## src/rtl/cdr_pkg.sv

```systemverilog
// Purpose: Constants for the counter diagnostic record
// Assumes: 100 MHz mclk
// Notes:   Record byte indices are the order of the record itself

// ****************************************
// Package
// ****************************************
package cdr_pkg;
    localparam int unsigned CLK_PERIOD_NS = 10;
    localparam int unsigned TICK_PERIOD_NS = 1000;
    localparam int unsigned TICK_CYCLES = TICK_PERIOD_NS / CLK_PERIOD_NS;
    localparam logic [6:0] TICK_LAST = 7'(TICK_CYCLES - 1);

    localparam logic [4:0] IDX_FAULT_SUM = 5'h00;
    localparam logic [4:0] IDX_CLASS_INFO = 5'h01;
    localparam logic [4:0] IDX_SPARE = 5'h02;
    localparam logic [4:0] IDX_INT_DETAIL = 5'h03;
    localparam logic [4:0] IDX_CH_KIND = 5'h04;
    localparam logic [4:0] IDX_BITS_PER_CH = 5'h05;
    localparam logic [4:0] IDX_CH_COUNT = 5'h06;
    localparam logic [4:0] IDX_GROUP_FAULTS = 5'h07;
    localparam logic [4:0] IDX_LOST_CAUSE = 5'h08;
    localparam logic [4:0] IDX_STAMP0 = 5'h10;
    localparam logic [4:0] IDX_STAMP3 = 5'h13;

    localparam int unsigned FS_MODULE = 0;
    localparam int unsigned FS_EXTERNAL = 2;
    localparam int unsigned FS_CHANNEL = 3;
    localparam int unsigned FS_OUT_OVL = 4;
    localparam int unsigned ID_BUF_OVF = 3;
    localparam int unsigned ID_LOST = 6;
    localparam int unsigned GF_GROUP0 = 0;
    localparam int unsigned CI_PRESENT = 4;

    localparam logic [3:0] CLASS_FUNCTION = 4'h8;
    // Channel type code: arbitrary neutral value
    localparam logic [6:0] CH_KIND_CODE = 7'h2A;
    localparam logic [7:0] BITS_PER_CH = 8'h08;
    localparam logic [7:0] CH_COUNT = 8'h01;
    localparam logic [4:0] PEND_LIMIT = 5'h10;
    localparam logic [4:0] PEND_MAX = 5'h1F;
    localparam logic [7:0] BYTE_RST = 8'h00;
    localparam logic [31:0] STAMP_RST = 32'h0000_0000;
endpackage : cdr_pkg

```

## src/rtl/cdr_record.sv

```systemverilog
// Purpose: Diagnostic record of a single-channel counter module
// Assumes: Event inputs come from counter logic on mclk; overload pins are asynchronous
// Notes:   Record read by byte index, answer one cycle after rd_en

`timescale 1ns/10ps

module cdr_record
(
    input  wire logic       mclk,
    input  wire logic       rstn,
    input  wire logic [4:0] proc_event,
    input  wire logic       proc_ack,
    input  wire logic       enc_supply_ovl,
    input  wire logic       dout_ovl,
    input  wire logic       diag_ack,
    input  wire logic       rd_en,
    input  wire logic [4:0] rd_idx,
    output logic      [7:0] rd_data,
    output logic            rd_valid,
    output logic            diag_incoming,
    output logic            diag_going,
    output logic            diag_active,
    output logic            proc_pending
);

    // ****************************************
    // Declarations
    // ****************************************
    typedef enum logic [1:0] {
        CDR_IDLE   = 2'b01,
        CDR_ACTIVE = 2'b10
    } cdr_state_e;

    cdr_state_e  state_reg;
    cdr_state_e  state_next;
    logic        enc_s1_reg;
    logic        enc_s2_reg;
    logic        dout_s1_reg;
    logic        dout_s2_reg;
    logic        lost_reg;
    logic [4:0]  cause_reg;
    logic [4:0]  pend_cnt_reg;
    logic [6:0]  presc_reg;
    logic [31:0] ticker_reg;
    logic [7:0]  snap_fault_reg;
    logic [7:0]  snap_detail_reg;
    logic [4:0]  snap_cause_reg;
    logic [31:0] snap_stamp_reg;
    logic        cause_present;
    logic        lost_now;
    logic        capture;
    logic        enter;
    logic        leave;

    // ****************************************
    // Record byte decode
    // ****************************************
    function automatic logic [7:0] cdr_byte(input logic [4:0] idx,
                                            input logic [7:0] fault,
                                            input logic [7:0] detail,
                                            input logic [4:0] cause,
                                            input logic [31:0] stamp);
        logic [7:0] b;
        b = cdr_pkg::BYTE_RST;
        unique case (idx)
            cdr_pkg::IDX_FAULT_SUM:    b = fault;
            cdr_pkg::IDX_CLASS_INFO:   b = {3'h0, 1'b1, cdr_pkg::CLASS_FUNCTION};
            cdr_pkg::IDX_INT_DETAIL:   b = detail;
            cdr_pkg::IDX_CH_KIND:      b = {1'b0, cdr_pkg::CH_KIND_CODE};
            cdr_pkg::IDX_BITS_PER_CH:  b = cdr_pkg::BITS_PER_CH;
            cdr_pkg::IDX_CH_COUNT:     b = cdr_pkg::CH_COUNT;
            cdr_pkg::IDX_GROUP_FAULTS: b = {7'h00, fault[cdr_pkg::FS_CHANNEL]};
            cdr_pkg::IDX_LOST_CAUSE:   b = {3'h0, cause};
            cdr_pkg::IDX_STAMP0:       b = stamp[7:0];
            5'h11:                     b = stamp[15:8];
            5'h12:                     b = stamp[23:16];
            cdr_pkg::IDX_STAMP3:       b = stamp[31:24];
            default:                   b = cdr_pkg::BYTE_RST;
        endcase
        return b;
    endfunction : cdr_byte

    // ****************************************
    // Pin synchronisers
    // ****************************************
    always_ff @(posedge mclk or negedge rstn)
    begin
        if (!rstn)
        begin
            enc_s1_reg  <= 1'b0;
            enc_s2_reg  <= 1'b0;
            dout_s1_reg <= 1'b0;
            dout_s2_reg <= 1'b0;
        end
        else
        begin
            enc_s1_reg  <= enc_supply_ovl;
            enc_s2_reg  <= enc_s1_reg;
            dout_s1_reg <= dout_ovl;
            dout_s2_reg <= dout_s1_reg;
        end
    end

    // ****************************************
    // Microsecond ticker
    // ****************************************
    // step and wrap
    always_ff @(posedge mclk or negedge rstn)
    begin
        if (!rstn)
        begin
            presc_reg  <= 7'h00;
            ticker_reg <= cdr_pkg::STAMP_RST;
        end
        else if (presc_reg == cdr_pkg::TICK_LAST)
        begin
            presc_reg  <= 7'h00;
            ticker_reg <= ticker_reg + 32'h0000_0001;
        end
        else
        begin
            presc_reg <= presc_reg + 7'h01;
        end
    end

    // ****************************************
    // Process alarm slot
    // ****************************************
    // dropped while active
    assign lost_now = proc_pending && (|proc_event) && (state_reg == CDR_IDLE);

    always_ff @(posedge mclk or negedge rstn)
    begin
        if (!rstn)
            proc_pending <= 1'b0;
        else if (|proc_event)
            proc_pending <= 1'b1;
        else if (proc_ack)
            proc_pending <= 1'b0;
    end

    always_ff @(posedge mclk or negedge rstn)
    begin
        if (!rstn)
        begin
            lost_reg  <= 1'b0;
            cause_reg <= 5'h00;
        end
        else if (lost_now)
        begin
            lost_reg  <= 1'b1;
            cause_reg <= cause_reg | proc_event;
        end
        else if (diag_ack)
        begin
            lost_reg  <= 1'b0;
            cause_reg <= 5'h00;
        end
    end

    // ****************************************
    // Diagnostic alarm sequencing
    // ****************************************
    assign cause_present = lost_reg || enc_s2_reg || dout_s2_reg;
    assign enter         = (state_reg == CDR_IDLE) && cause_present;
    assign leave         = (state_reg == CDR_ACTIVE) && !cause_present;
    assign capture       = enter || leave;

    always_comb
    begin
        state_next = state_reg;
        unique case (state_reg)
            CDR_IDLE:   if (cause_present) state_next = CDR_ACTIVE;
            CDR_ACTIVE: if (!cause_present) state_next = CDR_IDLE;
            default:    state_next = CDR_IDLE;
        endcase
    end

    always_ff @(posedge mclk or negedge rstn)
    begin
        if (!rstn)
        begin
            state_reg     <= CDR_IDLE;
            diag_incoming <= 1'b0;
            diag_going    <= 1'b0;
            diag_active   <= 1'b0;
        end
        else
        begin
            state_reg     <= state_next;
            diag_incoming <= enter;
            diag_going    <= leave;
            diag_active   <= (state_next == CDR_ACTIVE);
        end
    end

    // Pending count saturates; acks beyond zero are ignored
    always_ff @(posedge mclk or negedge rstn)
    begin
        if (!rstn)
            pend_cnt_reg <= 5'h00;
        else if (capture && !diag_ack && pend_cnt_reg != cdr_pkg::PEND_MAX)
            pend_cnt_reg <= pend_cnt_reg + 5'h01;
        else if (diag_ack && !capture && pend_cnt_reg != 5'h00)
            pend_cnt_reg <= pend_cnt_reg - 5'h01;
    end

    // ****************************************
    // Snapshot
    // ****************************************
    // captured as one
    always_ff @(posedge mclk or negedge rstn)
    begin
        if (!rstn)
        begin
            snap_fault_reg  <= cdr_pkg::BYTE_RST;
            snap_detail_reg <= cdr_pkg::BYTE_RST;
            snap_cause_reg  <= 5'h00;
            snap_stamp_reg  <= cdr_pkg::STAMP_RST;
        end
        else if (capture)
        begin
            snap_fault_reg <= cdr_pkg::BYTE_RST;
            snap_fault_reg[cdr_pkg::FS_MODULE]   <= lost_reg || enc_s2_reg;
            snap_fault_reg[cdr_pkg::FS_EXTERNAL] <= enc_s2_reg;
            snap_fault_reg[cdr_pkg::FS_CHANNEL]  <= lost_reg;
            snap_fault_reg[cdr_pkg::FS_OUT_OVL]  <= enc_s2_reg || dout_s2_reg;
            snap_detail_reg <= cdr_pkg::BYTE_RST;
            snap_detail_reg[cdr_pkg::ID_BUF_OVF] <= pend_cnt_reg >= cdr_pkg::PEND_LIMIT;
            snap_detail_reg[cdr_pkg::ID_LOST]    <= lost_reg;
            snap_cause_reg  <= cause_reg;
            snap_stamp_reg  <= ticker_reg;
        end
    end

    // ****************************************
    // Record read port
    // ****************************************
    always_ff @(posedge mclk or negedge rstn)
    begin
        if (!rstn)
        begin
            rd_data  <= cdr_pkg::BYTE_RST;
            rd_valid <= 1'b0;
        end
        else
        begin
            rd_valid <= rd_en;
            if (rd_en)
                rd_data <= cdr_byte(rd_idx, snap_fault_reg, snap_detail_reg,
                                    snap_cause_reg, snap_stamp_reg);
        end
    end
endmodule : cdr_record

```

## config.mk

```make
export PLATFORM = sky130hd
export DESIGN_NAME = cdr_record
export DESIGN_NICKNAME = d
export VERILOG_FILES = /design/src/rtl/cdr_pkg.sv /design/src/rtl/cdr_record.sv
export SDC_FILE = /design/constraint.sdc
export NUM_CORES = 1
export LEC_CHECK = 0
export BUFFER_PORTS_ARGS = -buffer_cell sky130_fd_sc_hd__buf_2
export CORE_MARGIN = 2
export CORE_UTILIZATION = 40
export CTS_CLUSTER_DIAMETER = 120
export DETAILED_ROUTE_END_ITERATION = 12
export HOLD_SLACK_MARGIN = 0.05
export PLACE_DENSITY = 0.67
export REMOVE_ABC_BUFFERS = 1
export SLEW_MARGIN = 40
export SYNTH_ARGS = -nofsm -noshare
export SYNTH_HDL_FRONTEND = slang
export SYNTH_SLANG_ARGS = --single-unit
```

## constraint.sdc

```tcl
create_clock -name mclk -period 5.33 [get_ports mclk]
set_input_delay 0.533 -clock mclk [delete_from_list [all_inputs] [get_ports mclk]]
set_output_delay 0.533 -clock mclk [all_outputs]
set_load 0.02 [all_outputs]
```

Word level (Yosys, flattened, before mapping)
Cells that the tools add are included. Widths: inputs -> output; s select.

$lt $le $gt $ge: 1. Add/subtract/negate cells: 4. Reduce and logical (&&, ||, !) cells: 21. Equality and inequality tests: 16. Bitwise operators: 1. Muxes and demuxes: 13.

Operators with widths (count): $pmux 8 s12 (1); $add 32x1->32 const B (1); $eq 5x3->1 const B (4); $eq 5x5->1 const B (4); $mux 5 (4); $logic_and 1x1->1 (8); $add 7x1->7 const B (1); $eq 7x7->1 const B (1); $mux 7 (1); $reduce_bool 2->1 (3); $add 5x1->5 const B (1); $eq 5x1->1 const B (1); $eq 5x2->1 const B (1); $eq 5x4->1 const B (1); $ge 5x5->1 const B (1); $logic_not 5->1 (1); $ne 5x5->1 const B (1); $or 5x5->5 (1); $reduce_bool 5->1 (1); $reduce_or 5->1 (1); $sub 5x1->5 const B (1); $eq 2x2->1 const B (2); $logic_or 1x1->1 (4); $mux 1 (4); 4 further kinds (7).

Register bits: 112. Output and inout bits: 13. Input port bits: 17. Word-level logic and storage cells: 76.

Longest topological paths before layout
Gate-level depths: netlist of run 1.

Depth after elaboration: 10. Gate-level depth with buffers: 10.

Least setup slack after synthesis of run 1
OpenSTA, ideal clock, no wires.

Path kind: reg-to-reg. Start: register state_reg[0]. End: register pend_cnt_reg[4]. Cell stages (with the launch flop): 10. Clock period less this slack: 2.604 ns. Data arrival time: 2.524 ns. Setup slack: 2.726 ns. Path through: dfstp_2 -> ha_1 -> clkbuf_1 -> o31a_1 -> o221ai_1 -> fa_1 -> a21o_1 -> a21oi_1 -> mux2i_1 -> xnor2_1.

Word-level cells in the longest chain between the ends: 7.

Ends and longest elaborated chain: from (decl) (line cdr_record.sv:34) `cdr_state_e state_reg;`; from (signal assigned) (line cdr_record.sv:190) `state_reg <= state_next;`; $eq 2x1->1 * (line cdr_record.sv:165) `assign enter = (state_reg == CDR_IDLE) && cause_present;`; $logic_and 1x1->1 * (line cdr_record.sv:165); via enter (line cdr_record.sv:52) `logic enter;`; $logic_or 1x1->1 * (line cdr_record.sv:167) `assign capture = enter || leave;`; $logic_not 1->1 (line cdr_record.sv:204) `else if (diag_ack && !capture && pend_cnt_reg != 5'h00)`; $logic_and 1x1->1 (2 in series) (line cdr_record.sv:204); $reduce_bool 2->1 (no source line); to (signal assigned) (line cdr_record.sv:203) `pend_cnt_reg <= pend_cnt_reg + 5'h01;`; to (signal assigned) (line cdr_record.sv:205) `pend_cnt_reg <= pend_cnt_reg - 5'h01;`; to (decl) (line cdr_record.sv:42) `logic [4:0] pend_cnt_reg;`.

The timed path passes the listed nets; every way through them passes the cells marked *. A chain may end at the register's enable or synchronous reset.

Worst setup path in the final report of run 1
Start: register state_reg[0]. End: register pend_cnt_reg[4].

Word-level cells in the longest chain between the ends: 7.

Ends and longest elaborated chain: $eq 2x2->1 * (line cdr_record.sv:166) `assign leave = (state_reg == CDR_ACTIVE) && !cause_present;`; $logic_and 1x1->1 * (line cdr_record.sv:166); via leave (line cdr_record.sv:53) `logic leave;`; $logic_or 1x1->1 * (line cdr_record.sv:167); $logic_not 1->1 (line cdr_record.sv:204); $logic_and 1x1->1 (2 in series) (line cdr_record.sv:204); $reduce_bool 2->1 (no source line).

Marks and branches as above.

==> key figures, run 1 <==
Outcome
  • Outcome: complete, no violations

Synthesis
  • Sequential element share of the synthesized area: 0.533
  • Dominant cell by count in the synthesized netlist: dfrtp_1
  • Cell taking the most area after synthesis: dfrtp_1
  • Synthesis Warnings: 0
  • EDFF count, synth: 0
  • Ranking of synthesized cells by area: dfrtp_1 53%, mux2_2 9.3%, xnor2_1 3.9%
  • Distinct cells, synth: 64
  • Most used flip-flop cell after synthesis: dfrtp_1
  • Post-synth top area share: 0.528
  • Synthesized cell area: 5220 um2
  • FF+latch count, synth: 111
  • Asr flop ratio synth: 1.00
  • Mapped Cells: 452
  • Mapped Avg Cell Area: 11.5 um2
  • Post-synth top cells: 110 x dfrtp_1, 43 x mux2_2, 32 x nand2_1

Clock network
  • Clock Path Buffers: 2
  • Hold_buf cts: 0
  • Clock-pin slew on the worst setup and hold paths: 70 ps
  • Clk Latency, worst-skew pair: 350 ps
  • CTS H-tree lvls: 3
  • Resize count post-CTS: 0
  • CTS tree: built
  • CTS Buf Count: 9
  • CTS Root Cell: clkbuf_16
  • Post-CTS Setup Inserts: 0
  • Clock sinks: 111

STA
  • Setup Skew: 6.20 ps
  • Worst slew pin tran: 706 ps
  • TNS Setup: 0 ps
  • Max-slew violation count: 0
  • Period minus WS final: 2870 ps
  • Slew headroom: 0.525
  • Final setup margin: 2460 ps
  • Fin crit share: 0.538
  • Hold slack: 177 ps
  • Maximum clock frequency: 0.349 GHz
  • Final hold vios: 0
  • RSZ-0062 raised after global routing: false
  • Final setup vio count: 0

Setup path
  • Critical path arrival: 3140 ps
  • RR Endpoint: pend_cnt_reg[4]$_DFFE_PN0P_
  • FF-to-FF Start: state_reg[0]$_DFF_PN1_
  • Worst Setup End Kind: register
  • Startpoint Class: register
  • R2R Setup Slk: 2460 ps
  • Setup Crit Path Kind: register to register
  • Worst Path Max Fanout: 6
  • CP Data Required Time: 5600 ps
  • R2r worst-path depth: 9

Die
  • Initial Utilization: 0.412
  • Die width: 118 um
  • Core area: 12700 um2
  • Die area: 14000 um2
  • Ports: 30
  • Die Ht: 118 um
  • Standard-cell rows: 41

Layout
  • Ant diodes: 0
  • Area Growth Syn to Fin: 13.0%
  • Nets: 499
  • Share of layout cells above drive strength 1: 0.219
  • Non-filler cells, final: 651

Global route
  • All-Layer GR Usage: 0.160
  • First-pass GRT wire length: 18100 um
  • Largest net degree at the start of global routing: 69
  • GR Overflow Total: 0
  • Vias in the first global route: 3587
  • Initial antenna violation count: 0

Routing
  • DRT Wirelength: 10300 um
  • Via-to-Cell Ratio: 5.37
  • Number of DRC markers in iteration 0: 326
  • Avg WL per Cell: 15.9 um
  • Remaining antenna violation count: 0
  • Via count: 3498
  • DR pass1 iterations: 4
  • DRC viols: 0

Hold path
  • Hold Path Class: primary input to asynchronous set/reset pin

Placed design
  • Number of port buffers: 29
  • Post-DP HPWL: 7160 um
  • Pre-CTS setup slack: 2460 ps
  • Placer Congestion: 0.808
  • Placed cell count: 635

Power
  • PD cells: 402 nW/um2
  • Worst vdd ir: 232 uV
  • LEAKAGE: 0.00268 uW

Flow run
  • Max cap viols: 0
## per-layer routing
layer | vias to the layer above | global-route usage | part of all wire
met5 | - | 0 | 0
met4 | 0 | 0.0535 | 0.019
met3 | 18 | 0.0386 | 0.037
met2 | 69 | 0.252 | 0.48
met1 | 1741 | 0.216 | 0.46
li1 | 1670 | - | -
## cells in the final DEF, fill, tap and decap left out, drive strengths merged, types with 14 or more instances in the layout
cell type,instances
mux2,43
nor2,22
nand2,32
dfrtp,110
buf,32
nand3,15
o21ai,14
inv,19
xor2,15
xnor2,23
## worst max-delay path by stage
stage	start	to	cells after the start
5_1_grt	state_reg[1]$_DFF_PN0_	pend_cnt_reg[4]$_DFFE_PN0P_	8
4_1_cts	state_reg[0]$_DFF_PN1_	pend_cnt_reg[4]$_DFFE_PN0P_	8
3_3_place_gp	state_reg[0]$_DFF_PN1_	pend_cnt_reg[4]$_DFFE_PN0P_	9
2_1_floorplan	state_reg[0]$_DFF_PN1_	snap_cause_reg[0]$_DFFE_PN0P_	5
6_report	state_reg[0]$_DFF_PN1_	pend_cnt_reg[4]$_DFFE_PN0P_	9
3_5_place_dp	state_reg[0]$_DFF_PN1_	pend_cnt_reg[4]$_DFFE_PN0P_	9
## worst max-delay path: stages, from the launching register on
cell and delay, ps:
dfstp_2 390, inv_1 60, ha_1 220, nor4b_2 480, o221ai_1 390, fa_1 510, a21o_1 200, a21oi_1 180
mux2i_1 230, xnor2_1 140
## power by group
part           total (uW)  internal (uW)  switching (uW)
logic                 580            280             300
registers            1020            944            79.7
clock network         765            470             295
## cell families (layout without fill, tap and decap cells)
group | after synthesis | in the layout | share of synthesized area
and+or+nand+nor | 140 | 140 | 0.159
DFF | 111 | 111 | 0.533
AOI/OAI and AO/OA | 64 | 64 | 0.0837
muxes | 51 | 51 | 0.108
buffers and inverters | 40 | 67 | 0.0319
xor gates and xnor gates | 38 | 38 | 0.0638
adders and majority gates | 8 | 8 | 0.0206
## through the flow
stage          power [uW]  utilization  cell area (um2)
2_1_floorplan        1420            -             5120
3_3_place_gp         1550        0.434             5500
3_5_place_dp         1620        0.438             5540
4_1_cts              2390        0.465             5890
5_1_grt              2510        0.465             5890
6_report             2370        0.465             5890
## layout make-up
cell class,count,area [um2]
Sequential cell,111,2780
Timing Repair Buffer,32,201
Clock buffer,10,239
Inverter,19,71.3
Clock inverter,6,108
Tap cell,172,215
Fill cell,1170,6780
Multi-Input combinational cell,301,2280
Note: power is estimated with default switching activity, not from simulation.
==> run 2: changes to the inputs <==
Settings changed: ABC_AREA set to 1.
Clock period 5.33 ns to 3 ns, I/O delays scaled along.
==> key figures, run 2 <==
Clock network
  • Hold_buf cts: 2
  • Post-CTS Setup Inserts: 0
  • CTS tree: built
  • Clock sinks: 111
  • Clock Path Buffers: 2
  • Clk Latency, worst-skew pair: 360 ps
  • CTS H-tree lvls: 3
  • CTS Buf Count: 9
  • CTS Root Cell: clkbuf_16
  • Clock-pin slew on the worst setup and hold paths: 80 ps
  • Resize count post-CTS: 0

Synthesis
  • Post-synth top area share: 0.475
  • Mapped Avg Cell Area: 7.67 um2
  • Asr flop ratio synth: 1.00
  • Synthesis Warnings: 0
  • Most used flip-flop cell after synthesis: dfrtp_1
  • Synthesized cell area: 5800 um2
  • Dominant cell by count in the synthesized netlist: nand2_1
  • EDFF count, synth: 0
  • FF+latch count, synth: 111
  • Sequential element share of the synthesized area: 0.479
  • Distinct cells, synth: 32
  • Cell taking the most area after synthesis: dfrtp_1
  • Mapped Cells: 756
  • Post-synth top cells: 330 x nand2_1, 110 x dfrtp_1, 69 x nor2_1
  • Ranking of synthesized cells by area: dfrtp_1 47%, nand2_1 21%, nor2_1 4.5%

Hold path
  • Hold Path Class: primary input to register
  • Hold path start: proc_ack
  • Worst Hold Endpoint: proc_pending$_DFFE_PN0P_
  • Hold Path Cell Cnt: 2

Setup path
  • Most frequent CP cell: nand2_1
  • Setup Crit Path Kind: register to register
  • Crit-path cells: ha_1 -> nand2_1 -> nand2_2 -> nand3_2 -> ha_1 -> nand3_1 -> nand2_1 -> nand3_1 -> o21ai_0 -> nand2_1 -> nand2_1 -> nand2_1
  • Startpoint Class: register
  • CP Data Required Time: 3260 ps
  • Worst Setup End Kind: register
  • R2R Setup Slk: 700 ps
  • Critical path arrival: 2550 ps
  • CP peak stage delay: 560 ps
  • Worst Path Max Fanout: 9
  • RR Endpoint: pend_cnt_reg[4]$_DFFE_PN0P_
  • Worst path slowest cell: dfstp_2
  • R2r worst-path depth: 12
  • FF-to-FF Start: state_reg[0]$_DFF_PN1_

STA
  • Final setup vio count: 0
  • Setup Skew: 11.7 ps
  • Worst slew pin tran: 559 ps
  • Slew headroom: 0.626
  • Max-slew violation count: 0
  • Period minus WS final: 2300 ps
  • Fin crit share: 0.765
  • Maximum clock frequency: 0.436 GHz
  • TNS Setup: 0 ps
  • Final hold vios: 0
  • RSZ-0062 raised after global routing: false
  • Hold slack: 128 ps

Layout
  • Nets: 816
  • Share of layout cells above drive strength 1: 0.121
  • Most frequent cells in the layout: 330 x nand2_1, 110 x dfrtp_1, 69 x nor2_1, 60 x inv_1
  • Non-filler cells, final: 976
  • Ant diodes: 0
  • Area Growth Syn to Fin: 11.6%
  • Commonest non-fill, non-tap cell in the layout: nand2_1

Routing
  • Remaining antenna violation count: 0
  • Via count: 4706
  • Via-to-Cell Ratio: 4.82
  • Number of DRC markers in iteration 0: 311
  • Avg WL per Cell: 13.1 um
  • DRT Wirelength: 12800 um
  • DRC viols: 0
  • DR pass1 iterations: 5

Die
  • Ports: 30
  • Die area: 15500 um2
  • Die width: 124 um
  • Core area: 14000 um2
  • Standard-cell rows: 43
  • Die Ht: 124 um
  • Initial Utilization: 0.413

Placed design
  • Number of port buffers: 29
  • Placer Congestion: 0.899
  • Placed cell count: 957
  • Post-DP HPWL: 9590 um

Power
  • PD cells: 606 nW/um2
  • LEAKAGE: 0.00336 uW
  • Worst vdd ir: 381 uV

Global route
  • Gr busiest metal: met2
  • Largest net degree at the start of global routing: 62
  • GR Overflow Total: 0
  • First-pass GRT wire length: 22100 um
  • Vias in the first global route: 4521
  • Met2 usage: 0.270
  • Routing usage on met3: 0.0507
  • Global-route met1 utilization: 0.239
  • Initial antenna violation count: 0
  • All-Layer GR Usage: 0.174

Flow run
  • Max cap viols: 0

Outcome
  • Outcome: complete, no violations
-- run 2: cell count changes after synthesis, sizes merged, moves of 8 or more --
cell and delta:
nand3 +15, clkbuf -14, nor4 -8, nor3 -9, nor2 +70, mux2 -43, o21ai +20, xnor2 -17
nand3b +8, mux2i -8, nand2 +313, inv +45
-- run 2: worst max path at each step --
stage	startpoint	to	slack (ps)	cells after the start
floorplan	state_reg[0]$_DFF_PN1_	pend_cnt_reg[4]$_DFFE_PN0P_	490	11
global placement	state_reg[0]$_DFF_PN1_	pend_cnt_reg[4]$_DFFE_PN0P_	820	11
detailed placement	state_reg[0]$_DFF_PN1_	pend_cnt_reg[4]$_DFFE_PN0P_	740	12
CTS	state_reg[0]$_DFF_PN1_	pend_cnt_reg[4]$_DFFE_PN0P_	710	12
global route	state_reg[0]$_DFF_PN1_	pend_cnt_reg[4]$_DFFE_PN0P_	480	12
finish	state_reg[0]$_DFF_PN1_	pend_cnt_reg[4]$_DFFE_PN0P_	700	12
-- run 2: critical path, delay by kind of cell, from the launching register on --
kind / cells / cell delay [ps]
fa+ha+maj: 2 / 660
flops: 1 / 560
compound gates: 1 / 110
simple gates: 9 / 860
-- run 2: final cells by class --
cell class	instances	area, um2
fillers	1398	7580
flip-flops and latches	111	2780
multi-input cells	568	2690
inverters	64	243
repair buffers	37	231
clock buffers	9	225
well taps	180	225
clock inverters	7	67.6
-- run 2: metrics by stage --
stage          utilization  instance area (um2)  setup slack, ps  power (uW)
2_1_floorplan            -                 5710              490        2460
3_5_place_dp         0.437                 6140              738        2770
4_1_cts              0.459                 6450              711        3970
6_report             0.460                 6460              705        3920
3_3_place_gp         0.437                 6130              816        2760
5_1_grt              0.460                 6460              485        4200
-- run 2: routing by layer --
| metal | share of wire | routed length [um] |
|---|---|---|
| met1 | 0.49 | 6350 |
| met2 | 0.45 | 5720 |
| met3 | 0.045 | 580 |
| met4 | 0.015 | 188 |
| met5 | 0 | 0 |
-- run 2: kinds of logic (layout without fill, tap and decap cells) --
kind of cell	count (synthesis)	after routing	share of synthesized area
adder cells (fa/ha/maj)	8	8	0.0186
AO/OA/AOI/OAI	47	47	0.0415
buffers and inverters	77	117	0.0568
XOR/XNOR	15	15	0.0227
AND/OR/NAND/NOR	498	498	0.381
flip-flops	111	111	0.479
-- run 2: where the power goes --
| group | internal [uW] | total [uW] | switching, uW | leakage, uW |
|---|---|---|---|---|
| Sequential | 1670 | 1800 | 127 | 0.00148 |
| Clock | 583 | 1180 | 594 | 0.000138 |
| Combinational | 305 | 942 | 638 | 0.00175 |
| Total | 2560 | 3920 | 1360 | 0.00336 |
